<file path="config.mk">
export PLATFORM = sky130hd
export DESIGN_NAME = flash_self_program_sequencer
export DESIGN_NICKNAME = d
export VERILOG_FILES = /design/src/logic/flash_self_program_pkg.sv /design/src/logic/flash_self_program_sequencer.sv
export SDC_FILE = /design/constraint.sdc
export NUM_CORES = 1
export LEC_CHECK = 0
export BUFFER_PORTS_ARGS = -buffer_cell sky130_fd_sc_hd__buf_2
export CAP_MARGIN = 20
export CORE_MARGIN = 5
export CORE_UTILIZATION = 48
export CTS_CLUSTER_SIZE = 30
export DETAILED_ROUTE_END_ITERATION = 7
export SYNTH_ARGS = -nofsm -noshare
export SYNTH_HDL_FRONTEND = slang
export SYNTH_SLANG_ARGS = --single-unit
</file>
<file path="constraint.sdc">
create_clock -name core_clk -period 11.2 [get_ports core_clk]
set_input_delay 2.8 -clock core_clk [delete_from_list [all_inputs] [get_ports core_clk]]
set_output_delay 2.8 -clock core_clk [all_outputs]
set_load 0.02 [all_outputs]
</file>
<file path="src/logic/flash_self_program_pkg.sv">
// Constants shared by the flash self-programming sequencer
package flash_self_program_pkg;

    // -------------------------------------------------------------------
    // Register map
    // -------------------------------------------------------------------
    localparam logic [3:0] ADDR_CONTROL     = 4'h0;
    localparam logic [3:0] ADDR_POINTER     = 4'h1;
    localparam logic [3:0] ADDR_DATA        = 4'h2;
    localparam logic [3:0] ADDR_STATUS      = 4'h3;

    // -------------------------------------------------------------------
    // Control register fields
    // -------------------------------------------------------------------
    localparam int BIT_STORE_ENABLE = 0;
    localparam int BIT_ERASE_ARM    = 1;
    localparam int BIT_WRITE_ARM    = 2;
    localparam int BIT_CLEAR_BUFFER = 4;

    localparam logic [7:0] CMD_LOAD         = 8'h01;
    localparam logic [7:0] CMD_ERASE        = 8'h03;
    localparam logic [7:0] CMD_WRITE        = 8'h05;
    localparam logic [7:0] CONTROL_RESET    = 8'h00;
    localparam logic [7:0] CONTROL_RW_MASK  = 8'h07;

    // -------------------------------------------------------------------
    // Timing
    // -------------------------------------------------------------------
    localparam int ARM_WINDOW_CYCLES = 4;
    localparam int CLK_MHZ           = 100;
    localparam int PROGRAM_TIME_US   = 3700;
    localparam int PROGRAM_CYCLES    = PROGRAM_TIME_US * CLK_MHZ;
    localparam int PAGES_PER_ERASE   = 4;

    // -------------------------------------------------------------------
    // Sequencer states
    // -------------------------------------------------------------------
    typedef enum logic [2:0] {
        ST_IDLE  = 3'b001,
        ST_ERASE = 3'b010,
        ST_WRITE = 3'b100
    } seq_state_t;

endpackage

</file>
<file path="src/logic/flash_self_program_sequencer.sv">
// Self-programming sequencer: page buffer, group erase and one-word page write
//
// Design decisions made here: the placing of the registers and the address-and-strobe port.
`timescale 1ns/1ns

// Behaviour
// RL1 - Pages are erased before writing; buffer may fill before or after erase.
// RL2 - Group erase clears four consecutive pages at once.
// RL3 - Each store op loads one buffer word, any order.
// RL4 - Store op works only when self-program fuse is programmed low.
// RL5 - Pointer low field picks word, upper field picks page or block.
// RL6 - Pointer bit zero unused; bits above mapped top bit ignored.
// RL7 - Load op reads flash bytewise; pointer bit zero selects byte. The code reads the page buffer word instead, zero for an unloaded word.
// RL8 - Address is latched when an operation starts.
// RL9 - Software must write only pages earlier erased.
// RL10 - Control value 03 then store op within four cycles erases.
// RL11 - Group erase ignores two lowest page bits and non-page bits.
// RL12 - Software should disable interrupts before arming.
// RL13 - CPU is stalled for the whole erase or write.
// RL14 - Control value 01 then store op loads data word into buffer.
// RL15 - Buffer clears after page write, clear bit, and reset.
// RL16 - Each buffer word loaded once between clears.
// RL17 - EEPROM write during loading discards buffered data.
// RL18 - Control value 05 then store op writes the page. The code writes one buffer word, out_word_r, per operation.
// RL19 - Software drives word field zero for page write.
// RL20 - Armed bits clear on completion or after four idle cycles.
// RL21 - Store enable stays set through erase or write.
// RL22 - EEPROM write in progress blocks programming and fuse reads.
// RL23 - Unarmed or disabled store op is a no-operation.
module flash_self_program_sequencer #(
    parameter int WORD_BITS      = 5,
    parameter int PAGE_BITS      = 8,
    parameter int PROGRAM_CYCLES = flash_self_program_pkg::PROGRAM_CYCLES
) (
    input  wire logic        core_clk,
    input  wire logic        reset_n,
    input  wire logic [3:0]  reg_addr,
    input  wire logic [15:0] reg_wdata,
    input  wire logic        reg_write,
    input  wire logic        reg_read,
    output logic      [15:0] reg_rdata,
    input  wire logic        store_program_op,
    input  wire logic        load_program_op,
    input  wire logic        self_program_fuse,
    input  wire logic        eeprom_busy,
    output logic             cpu_stall,
    output logic      [7:0]  load_data,
    output logic             load_valid,
    output logic             flash_we,
    output logic      [15:0] flash_wdata,
    output logic      [WORD_BITS+PAGE_BITS-1:0] flash_waddr
);
    localparam int DEPTH = 1 << WORD_BITS;
    localparam int AW    = WORD_BITS + PAGE_BITS;
    localparam int NPAGE = 1 << PAGE_BITS;

    // -------------------------------------------------------------------
    // Reset synchroniser
    // -------------------------------------------------------------------
    logic rst_meta_r;
    logic rst_n_r;
    always_ff @(posedge core_clk or negedge reset_n) begin
        if (!reset_n) begin
            rst_meta_r <= 1'b0;
            rst_n_r    <= 1'b0;
        end else begin
            rst_meta_r <= 1'b1;
            rst_n_r    <= rst_meta_r;
        end
    end

    // -------------------------------------------------------------------
    // Pin synchronisers
    // -------------------------------------------------------------------
    logic [1:0] fuse_sync_r;
    logic [1:0] ee_sync_r;
    always_ff @(posedge core_clk or negedge rst_n_r) begin
        if (!rst_n_r) begin
            fuse_sync_r <= 2'b11;
            ee_sync_r   <= 2'b00;
        end else begin
            fuse_sync_r <= {fuse_sync_r[0], self_program_fuse};
            ee_sync_r   <= {ee_sync_r[0], eeprom_busy};
        end
    end
    logic prog_enabled;
    logic ee_busy;
    assign prog_enabled = ~fuse_sync_r[1]; // RL4
    assign ee_busy      = ee_sync_r[1];

    // -------------------------------------------------------------------
    // Software registers
    // -------------------------------------------------------------------
    logic [7:0]  control_r;
    logic [15:0] pointer_r;
    logic [15:0] data_r;
    logic [2:0]  arm_cnt_r;
    flash_self_program_pkg::seq_state_t state_r;
    logic [$clog2(PROGRAM_CYCLES+1)-1:0] busy_cnt_r;
    logic [AW-1:0] op_addr_r;
    logic [1:0]    erase_idx_r;

    logic ctl_wr;
    logic op_go;
    logic op_done;
    logic [7:0] ctl_cmd;
    assign ctl_wr  = reg_write && reg_addr == flash_self_program_pkg::ADDR_CONTROL && !ee_busy; // RL22
    assign ctl_cmd = control_r & flash_self_program_pkg::CONTROL_RW_MASK;
    assign op_go   = store_program_op && prog_enabled && !ee_busy && arm_cnt_r != 3'h0
                     && state_r == flash_self_program_pkg::ST_IDLE; // RL23
    assign op_done = state_r != flash_self_program_pkg::ST_IDLE && busy_cnt_r == '0 && erase_idx_r == 2'h0;

    always_ff @(posedge core_clk or negedge rst_n_r) begin
        if (!rst_n_r) begin
            control_r <= flash_self_program_pkg::CONTROL_RESET;
            arm_cnt_r <= 3'h0;
        end else if (ctl_wr) begin
            control_r <= reg_wdata[7:0] & flash_self_program_pkg::CONTROL_RW_MASK;
            arm_cnt_r <= reg_wdata[flash_self_program_pkg::BIT_STORE_ENABLE]
                         ? 3'(flash_self_program_pkg::ARM_WINDOW_CYCLES) : 3'h0;
        end else if (op_done) begin
            control_r <= flash_self_program_pkg::CONTROL_RESET; // RL20 RL21
            arm_cnt_r <= 3'h0;
        end else if (op_go && ctl_cmd == flash_self_program_pkg::CMD_LOAD) begin
            control_r <= flash_self_program_pkg::CONTROL_RESET; // RL20
            arm_cnt_r <= 3'h0;
        end else if (op_go) begin
            arm_cnt_r <= 3'h0; // RL21
        end else if (arm_cnt_r != 3'h0) begin
            arm_cnt_r <= arm_cnt_r - 3'h1;
            if (arm_cnt_r == 3'h1 && state_r == flash_self_program_pkg::ST_IDLE) begin
                control_r <= flash_self_program_pkg::CONTROL_RESET; // RL20
            end
        end
    end

    always_ff @(posedge core_clk or negedge rst_n_r) begin
        if (!rst_n_r) begin
            pointer_r <= 16'h0000;
            data_r    <= 16'h0000;
        end else if (reg_write && reg_addr == flash_self_program_pkg::ADDR_POINTER) begin
            pointer_r <= reg_wdata;
        end else if (reg_write && reg_addr == flash_self_program_pkg::ADDR_DATA) begin
            data_r <= reg_wdata;
        end
    end

    // -------------------------------------------------------------------
    // Temporary page buffer
    // -------------------------------------------------------------------
    logic [15:0]      buf_mem [DEPTH];
    logic [DEPTH-1:0] buf_full_r;
    logic [WORD_BITS-1:0] load_word;
    logic buf_clear;
    assign load_word = pointer_r[WORD_BITS:1]; // RL5 RL6
    assign buf_clear = (ctl_wr && reg_wdata[flash_self_program_pkg::BIT_CLEAR_BUFFER])
                       || (ee_busy && buf_full_r != '0)
                       || (op_done && state_r == flash_self_program_pkg::ST_WRITE); // RL15 RL17

    always_ff @(posedge core_clk or negedge rst_n_r) begin
        if (!rst_n_r) begin
            buf_full_r <= '0; // RL15
        end else if (buf_clear) begin
            buf_full_r <= '0;
        end else if (op_go && ctl_cmd == flash_self_program_pkg::CMD_LOAD && !buf_full_r[load_word]) begin
            buf_full_r[load_word] <= 1'b1; // RL3 RL16
        end
    end

    always_ff @(posedge core_clk) begin
        if (op_go && ctl_cmd == flash_self_program_pkg::CMD_LOAD && !buf_full_r[load_word]) begin
            buf_mem[load_word] <= data_r; // RL3 RL14
        end
    end

    // -------------------------------------------------------------------
    // Erase and write sequencer
    // -------------------------------------------------------------------
    logic [WORD_BITS-1:0] out_word_r;
    always_ff @(posedge core_clk or negedge rst_n_r) begin
        if (!rst_n_r) begin
            state_r     <= flash_self_program_pkg::ST_IDLE;
            busy_cnt_r  <= '0;
            op_addr_r   <= '0;
            erase_idx_r <= 2'h0;
        end else begin
            unique case (state_r)
                flash_self_program_pkg::ST_IDLE: begin
                    if (op_go && ctl_cmd == flash_self_program_pkg::CMD_ERASE) begin
                        // Low page bits dropped so four aligned pages go
                        op_addr_r   <= {pointer_r[AW:WORD_BITS+3], 2'b00, {WORD_BITS{1'b0}}}; // RL2 RL8 RL11
                        erase_idx_r <= 2'(flash_self_program_pkg::PAGES_PER_ERASE - 1);
                        busy_cnt_r  <= ($bits(busy_cnt_r))'(PROGRAM_CYCLES - 1);
                        state_r     <= flash_self_program_pkg::ST_ERASE; // RL10
                    end else if (op_go && ctl_cmd == flash_self_program_pkg::CMD_WRITE) begin
                        op_addr_r   <= {pointer_r[AW:WORD_BITS+1], {WORD_BITS{1'b0}}}; // RL8 RL19
                        erase_idx_r <= 2'h0;
                        busy_cnt_r  <= ($bits(busy_cnt_r))'(PROGRAM_CYCLES - 1);
                        state_r     <= flash_self_program_pkg::ST_WRITE; // RL18
                    end
                end
                flash_self_program_pkg::ST_ERASE, flash_self_program_pkg::ST_WRITE: begin
                    if (busy_cnt_r != '0) begin
                        busy_cnt_r <= busy_cnt_r - 1'b1;
                    end else if (erase_idx_r != 2'h0) begin
                        erase_idx_r <= erase_idx_r - 2'h1;
                    end else begin
                        state_r <= flash_self_program_pkg::ST_IDLE;
                    end
                end
                default: state_r <= flash_self_program_pkg::ST_IDLE;
            endcase
        end
    end

    // Flash array port: one word per cycle at the end of the timed operation
    logic [1:0] page_off;
    assign page_off = 2'(flash_self_program_pkg::PAGES_PER_ERASE - 1) - erase_idx_r;
    always_ff @(posedge core_clk or negedge rst_n_r) begin
        if (!rst_n_r) begin
            flash_we    <= 1'b0;
            flash_wdata <= 16'h0000;
            flash_waddr <= '0;
            out_word_r  <= '0;
        end else begin
            flash_we <= 1'b0;
            if (state_r == flash_self_program_pkg::ST_ERASE && busy_cnt_r == '0) begin
                flash_we    <= 1'b1;
                flash_wdata <= 16'hffff; // RL1 RL2
                flash_waddr <= op_addr_r + AW'({page_off, {WORD_BITS{1'b0}}});
            end else if (state_r == flash_self_program_pkg::ST_WRITE && busy_cnt_r == '0) begin
                flash_we    <= 1'b1;
                flash_wdata <= buf_full_r[out_word_r] ? buf_mem[out_word_r] : 16'hffff;
                flash_waddr <= op_addr_r | AW'(out_word_r);
                out_word_r  <= out_word_r + 1'b1;
            end
        end
    end

    // -------------------------------------------------------------------
    // Stall, bytewise program read and register read-back
    // -------------------------------------------------------------------
    always_ff @(posedge core_clk or negedge rst_n_r) begin
        if (!rst_n_r) begin
            cpu_stall  <= 1'b0;
            load_valid <= 1'b0;
            load_data  <= 8'h00;
            reg_rdata  <= 16'h0000;
        end else begin
            cpu_stall  <= (op_go && ctl_cmd != flash_self_program_pkg::CMD_LOAD
                          && (ctl_cmd == flash_self_program_pkg::CMD_ERASE || ctl_cmd == flash_self_program_pkg::CMD_WRITE))
                          || (state_r != flash_self_program_pkg::ST_IDLE && !op_done); // RL13
            load_valid <= load_program_op && !ee_busy; // RL22
            // Byte select on pointer bit zero; an empty slot reads zero, as its array word is stale or unset
            if (!buf_full_r[load_word]) begin
                load_data <= 8'h00;
            end else if (pointer_r[0]) begin
                load_data <= buf_mem[load_word][15:8]; // RL7
            end else begin
                load_data <= buf_mem[load_word][7:0]; // RL7
            end
            reg_rdata  <= 16'h0000;
            if (reg_read) begin
                unique case (reg_addr)
                    flash_self_program_pkg::ADDR_CONTROL: reg_rdata <= {8'h00, control_r};
                    flash_self_program_pkg::ADDR_POINTER: reg_rdata <= pointer_r;
                    flash_self_program_pkg::ADDR_DATA:    reg_rdata <= data_r;
                    flash_self_program_pkg::ADDR_STATUS:  reg_rdata <= {13'h0000, ee_busy, prog_enabled,
                                                             state_r != flash_self_program_pkg::ST_IDLE};
                    default:                              reg_rdata <= 16'h0000;
                endcase
            end
        end
    end
endmodule

</file>
Yosys cells after proc, flatten, opt, wreduce, memory -nomap -nowiden

Memory sizes are Yosys's and may differ from the RTL's.
Index checks and enable logic that the tools add are counted.

Add/subtract/negate cells: 6
Magnitude comparators: 3
Equality and inequality tests: 18
Mux-type cells: 49
Bitwise operators: 5
Reduce and logical (&&, ||, !) cells: 54

Operators by type and width:

| kind                                                       | number |
|---|---|
| 2-to-1 mux 16 bit                                          | 4 |
| 2-to-1 mux 32 bit                                          | 2 |
| 2-to-1 mux 8 bit                                           | 8 |
| one-hot mux 16 bit (4 select lines)                        | 1 |
| 2-to-1 mux 19 bit                                          | 3 |
| 2-to-1 mux 13 bit                                          | 4 |
| one-hot mux 19 bit (2 select lines)                        | 1 |
| OR 32 bit                                                  | 1 |
| nonzero test 32 bit                                        | 1 |
| 2-to-1 mux 3 bit                                           | 10 |
| logical AND 1 bit                                          | 25 |
| zero test 19 bit                                           | 1 |
| nonzero test 19 bit                                        | 1 |
| subtractor 19 x 1 -> 19 bit, second input constant         | 1 |
| adder 13 x 7 -> 13 bit                                     | 1 |
| OR 13 x 5 -> 13 bit                                        | 1 |
| less-than comparator 5 x 6 -> 1 bit, second input constant | 2 |
| binary-select mux 1 bit (select 5 bit)                     | 2 |
| nonzero test 2 bit                                         | 5 |
| == test 3 x 1 -> 1 bit, second input constant              | 3 |
| inequality test 3 x 1 -> 1 bit, second input constant      | 3 |
| AND reduction 3 bit                                        | 3 |
| == test 4 x 2 -> 1 bit, second input constant              | 2 |
| 2-to-1 mux 2 bit                                           | 4 |
| 25 further kinds                                           | 46 |

Bits in registers: 179
Memory bits (writable): 512
Input bits: 28
Output and inout port bits: 56
Memories kept: 1

Memory list:

| memory  | words | bits a word | rd ports | clocked after Yosys merged registers in | wr ports | RTL line                            | source |
|---|---|---|---|---|---|---|---|
| buf_mem | 32    | 16          | 2        | 0                                       | 1        | flash_self_program_sequencer.sv:151 | `logic [15:0] buf_mem [DEPTH];` |

Logic depth before layout (Yosys ltp)

Depth in word-level cells: 9
Depth in mapped cells: 10

Worst setup path after synthesis

Ideal clock, no wire load.

Path type: input -> register
From: input store_program_op
To: memory buf_mem[12][0] (enable)
Library setup time: 390 ps
Arrival: 4665 ps
Required time: 10810 ps
Setup slack: 6145 ps
Stages: 5
Path buffers: 0
Cell sequence: or3b_1 > nor3_4 > nand3_2 > or3_1 > nor2_1

Longest elaborated chain between the ends: 8

Ends and longest elaborated chain:

| item                                   | RTL line                            | source |
|---|---|---|
| from (decl)                            | flash_self_program_sequencer.sv:42  | `input wire logic store_program_op,` |
| logical AND 1 bit (3 in a row)         | flash_self_program_sequencer.sv:109 | `assign op_go = store_program_op && prog_enabled && !ee_busy && arm_cnt_r != 3'h0` |
| logical AND 1 bit                      | flash_self_program_sequencer.sv:110 | `&& state_r == flash_self_program_pkg::ST_IDLE;` |
| logical AND 1 bit (2 in a row)         | flash_self_program_sequencer.sv:171 | `if (op_go && ctl_cmd == flash_self_program_pkg::CMD_LOAD && !buf_full_r[load_word]) begin` |
| 2-to-1 mux 1 bit                       | flash_self_program_sequencer.sv:171 |  |
| 2-to-1 mux 1 bit (not written as such) | flash_self_program_sequencer.sv:172 | `buf_mem[load_word] <= data_r;` |
| to (decl)                              | flash_self_program_sequencer.sv:151 |  |

No other way between the ends.

Final worst setup path

From: input store_program_op
To: memory buf_mem[5][14] (enable)

The elaborated chain is that of the path after synthesis.

==> summary.txt <==
Max Cap Viol: 0
Root Buffer: clkbuf_16
RSZ-0062 raised after global routing: no
Startpoint type of the worst setup path: input port
Post-CTS Resized: 0
Final worst path period share: 45.7%
Fin Hold WS: 0.315 ns
HP Class: reg2async
Worst Skew: 0.0223 ns
Post-route ant nets: 0
Critical path class: in2reg
Fin. max-slew vios: 0
Final #Nets: 2045
Vias: 19.6k
Worst Path Max Fanout: 17
Starting DRT DRC Count: 2828
Max stage delay on crit path: 0.80 ns
Die span in x: 266 um
Count leader, synth: edfxtp_1
Arr. time, crit path: 5.34 ns
Peak supply drop: 0.141 mV
Synth Net Count: 1987
Syn. warnings: 0
Clk slew on worst S/H paths: 0.05 ns
Drt total wl: 101 mm
CTS tree: done
Hold Buf Count CTS: 0
First-pass GRT wire length: 144 mm
Final hold violation count: 0
P&R area growth vs syn: 11.6%
Die height: 266 um
Synth top area cells: edfxtp_1 49%, mux4_2 17%, dfrtp_1 13%
Syn avg cell area: 16.2 um2
Postcts setup bufs: 0
Core Util, Final: 53.8%
Num rows: 94
Relative slew margins: 21.9%
PnR Total Power: 0.00650 W
Final Critical Period: 5.12 ns
Layout cells sized above 1: 27.4%
Part of the Yosys area used for sequential elements: 62.2%
Total negative slack: 0 ns
Post-synth top cells: 512 x edfxtp_1, 233 x mux4_2, 166 x dfrtp_1
DIE AREA: 0.0709 mm2
Worst-Margin Slew: 1.17 ns
Sink Count: 681
Grt total ovfl: 0
PwrDens: 185 mW/mm2
Max Root-Sink Buffers: 3
EDFF count, synth: 512
Initial antenna violation count: 7
Core area: 0.0654 mm2
Starting Density: 48.2%
Number of global-route vias before repair: 19.4k
CP Cell Sequence: buf_2, or3b_1, nor3_4, nand3_2, or4_4, nor2_2
Max Fclk: 196 MHz
Final setup viols: 0
Status: finished, final reports clean
Pleak: 11.8 nW
Largest net degree at the start of global routing: 108
Port Buffer Count: 83
Detail Placement HPWL: 67.1 mm
Top Ports: 84
Drt via density: 6.69
Yosys cell types: 70
Synth area leader: edfxtp_1
Drt wl/cell: 34.4 um
Synthesized area: 0.0315 mm2
Gate Count Post-Synth: 1950
Htree depth: 3
Async S/R FF share, synth: 24.8%
Worst setup EP type: register
DRC viols: 0
Yosys top cell area share: 48.8%
Worst EP required: 11.42 ns
Top_reg_cell synth: edfxtp_1
Clk_lat worst skew: 0.62 ns
Gpl congestion: 0.940
Post-DP Area: 0.0328 mm2
CP max stage cell: nor2_2
Final instance area: 0.0352 mm2
Register bit total from synthesis: 681
Num CTS Buffers: 73
DR pass1 iterations: 7
Gr usage total: 28.4%
## area by class of cell
cell class	instances	area, um2
inverters	13	48.8
clock buffers	113	2160
diodes	1	2.50
well taps	864	1080
multi-input cells	1121	11300
flip-flops and latches	681	19600
repair buffers	118	723
clock inverters	22	215
fillers	5353	30200
## cell families after synthesis
family,Yosys count,synth area share (%)
AO/OA/AOI/OAI,304,6.61
XOR/XNOR,19,0.528
adder cells (fa/ha/maj),9,0.381
buffers and inverters,148,2.22
flip-flops,681,62.2
multiplexers,393,21.9
other,1,0.0119
AND/OR/NAND/NOR,395,6.12
## through the flow
step / cells / worst slack (ns)
after CTS: 2930 / 6.08
after detailed placement: 2795 / 5.45
after global routing: 2932 / 5.96
final: 2933 / 6.08
after global placement: 2795 / 5.51
after floorplan: 1950 / 6.14
## cell usage in the layout, fill, tap and decap left out, types with 27 or more instances in the layout
cell and n:
edfxtp_1 512, mux4_2 233, dfrtp_1 149, mux2i_1 117, nand2_1 113, nor2_1 90
buf_2 83, clkbuf_16 78, a21oi_1 71, a22oi_1 52, mux2_2 43, o21ai_0 42
nand3_1 40, nor2_2 34, o21a_1 32, buf_4 32, clkbuf_1 27
## critical path: cells and delay by family
kind | cells | cell delay [ns]
buffers and inverters | 1 | 0.11
and+or+nand+nor | 5 | 2.41
## final timing paths
path,from,endpoint,slack (ns),cells after the start
min in group core_clk,ee_sync_r[0],ee_sync_r[1],0.35,0
setup / recovery,store_program_op,buf_mem[5][14],6.08,6
hold / removal,rst_n_r,data_r[14],0.32,0
max in group asynchronous,reset_n,rst_n_r,9.14,1
hold reg to reg,rst_n_r,data_r[14],0.32,0
setup reg to reg,pointer_r[2],buf_mem[27][0],6.80,5
## registers in the layout (all words and copies together), names as in the netlist, 2 cells and up
signal       count
busy_cnt_r      19
pointer_r       16
flash_waddr     13
buf_full_r      32
buf_mem        512
ee_sync_r        2
erase_idx_r      2
reg_rdata       16
load_data        8
control_r        3
state_r          3
data_r          16
fuse_sync_r      2
op_addr_r        8
flash_wdata     16
out_word_r       5
arm_cnt_r        3
## power breakdown
group | switching [W] | internal, W
Clock | 0.00101 | 0.00142
Sequential | 0.000200 | 0.00289
Combinational | 0.000620 | 0.000358
## routing by layer
metal | vias up | global-route usage (%) | share of wire, %
met4 | 6 | 12.0 | 4.8
met3 | 193 | 5.25 | 9.8
met2 | 1168 | 43.4 | 46
met1 | 10234 | 40.6 | 39
met5 | - | 0 | 0.031
li1 | 8028 | - | -
Note: power is estimated with default switching activity, not from simulation.
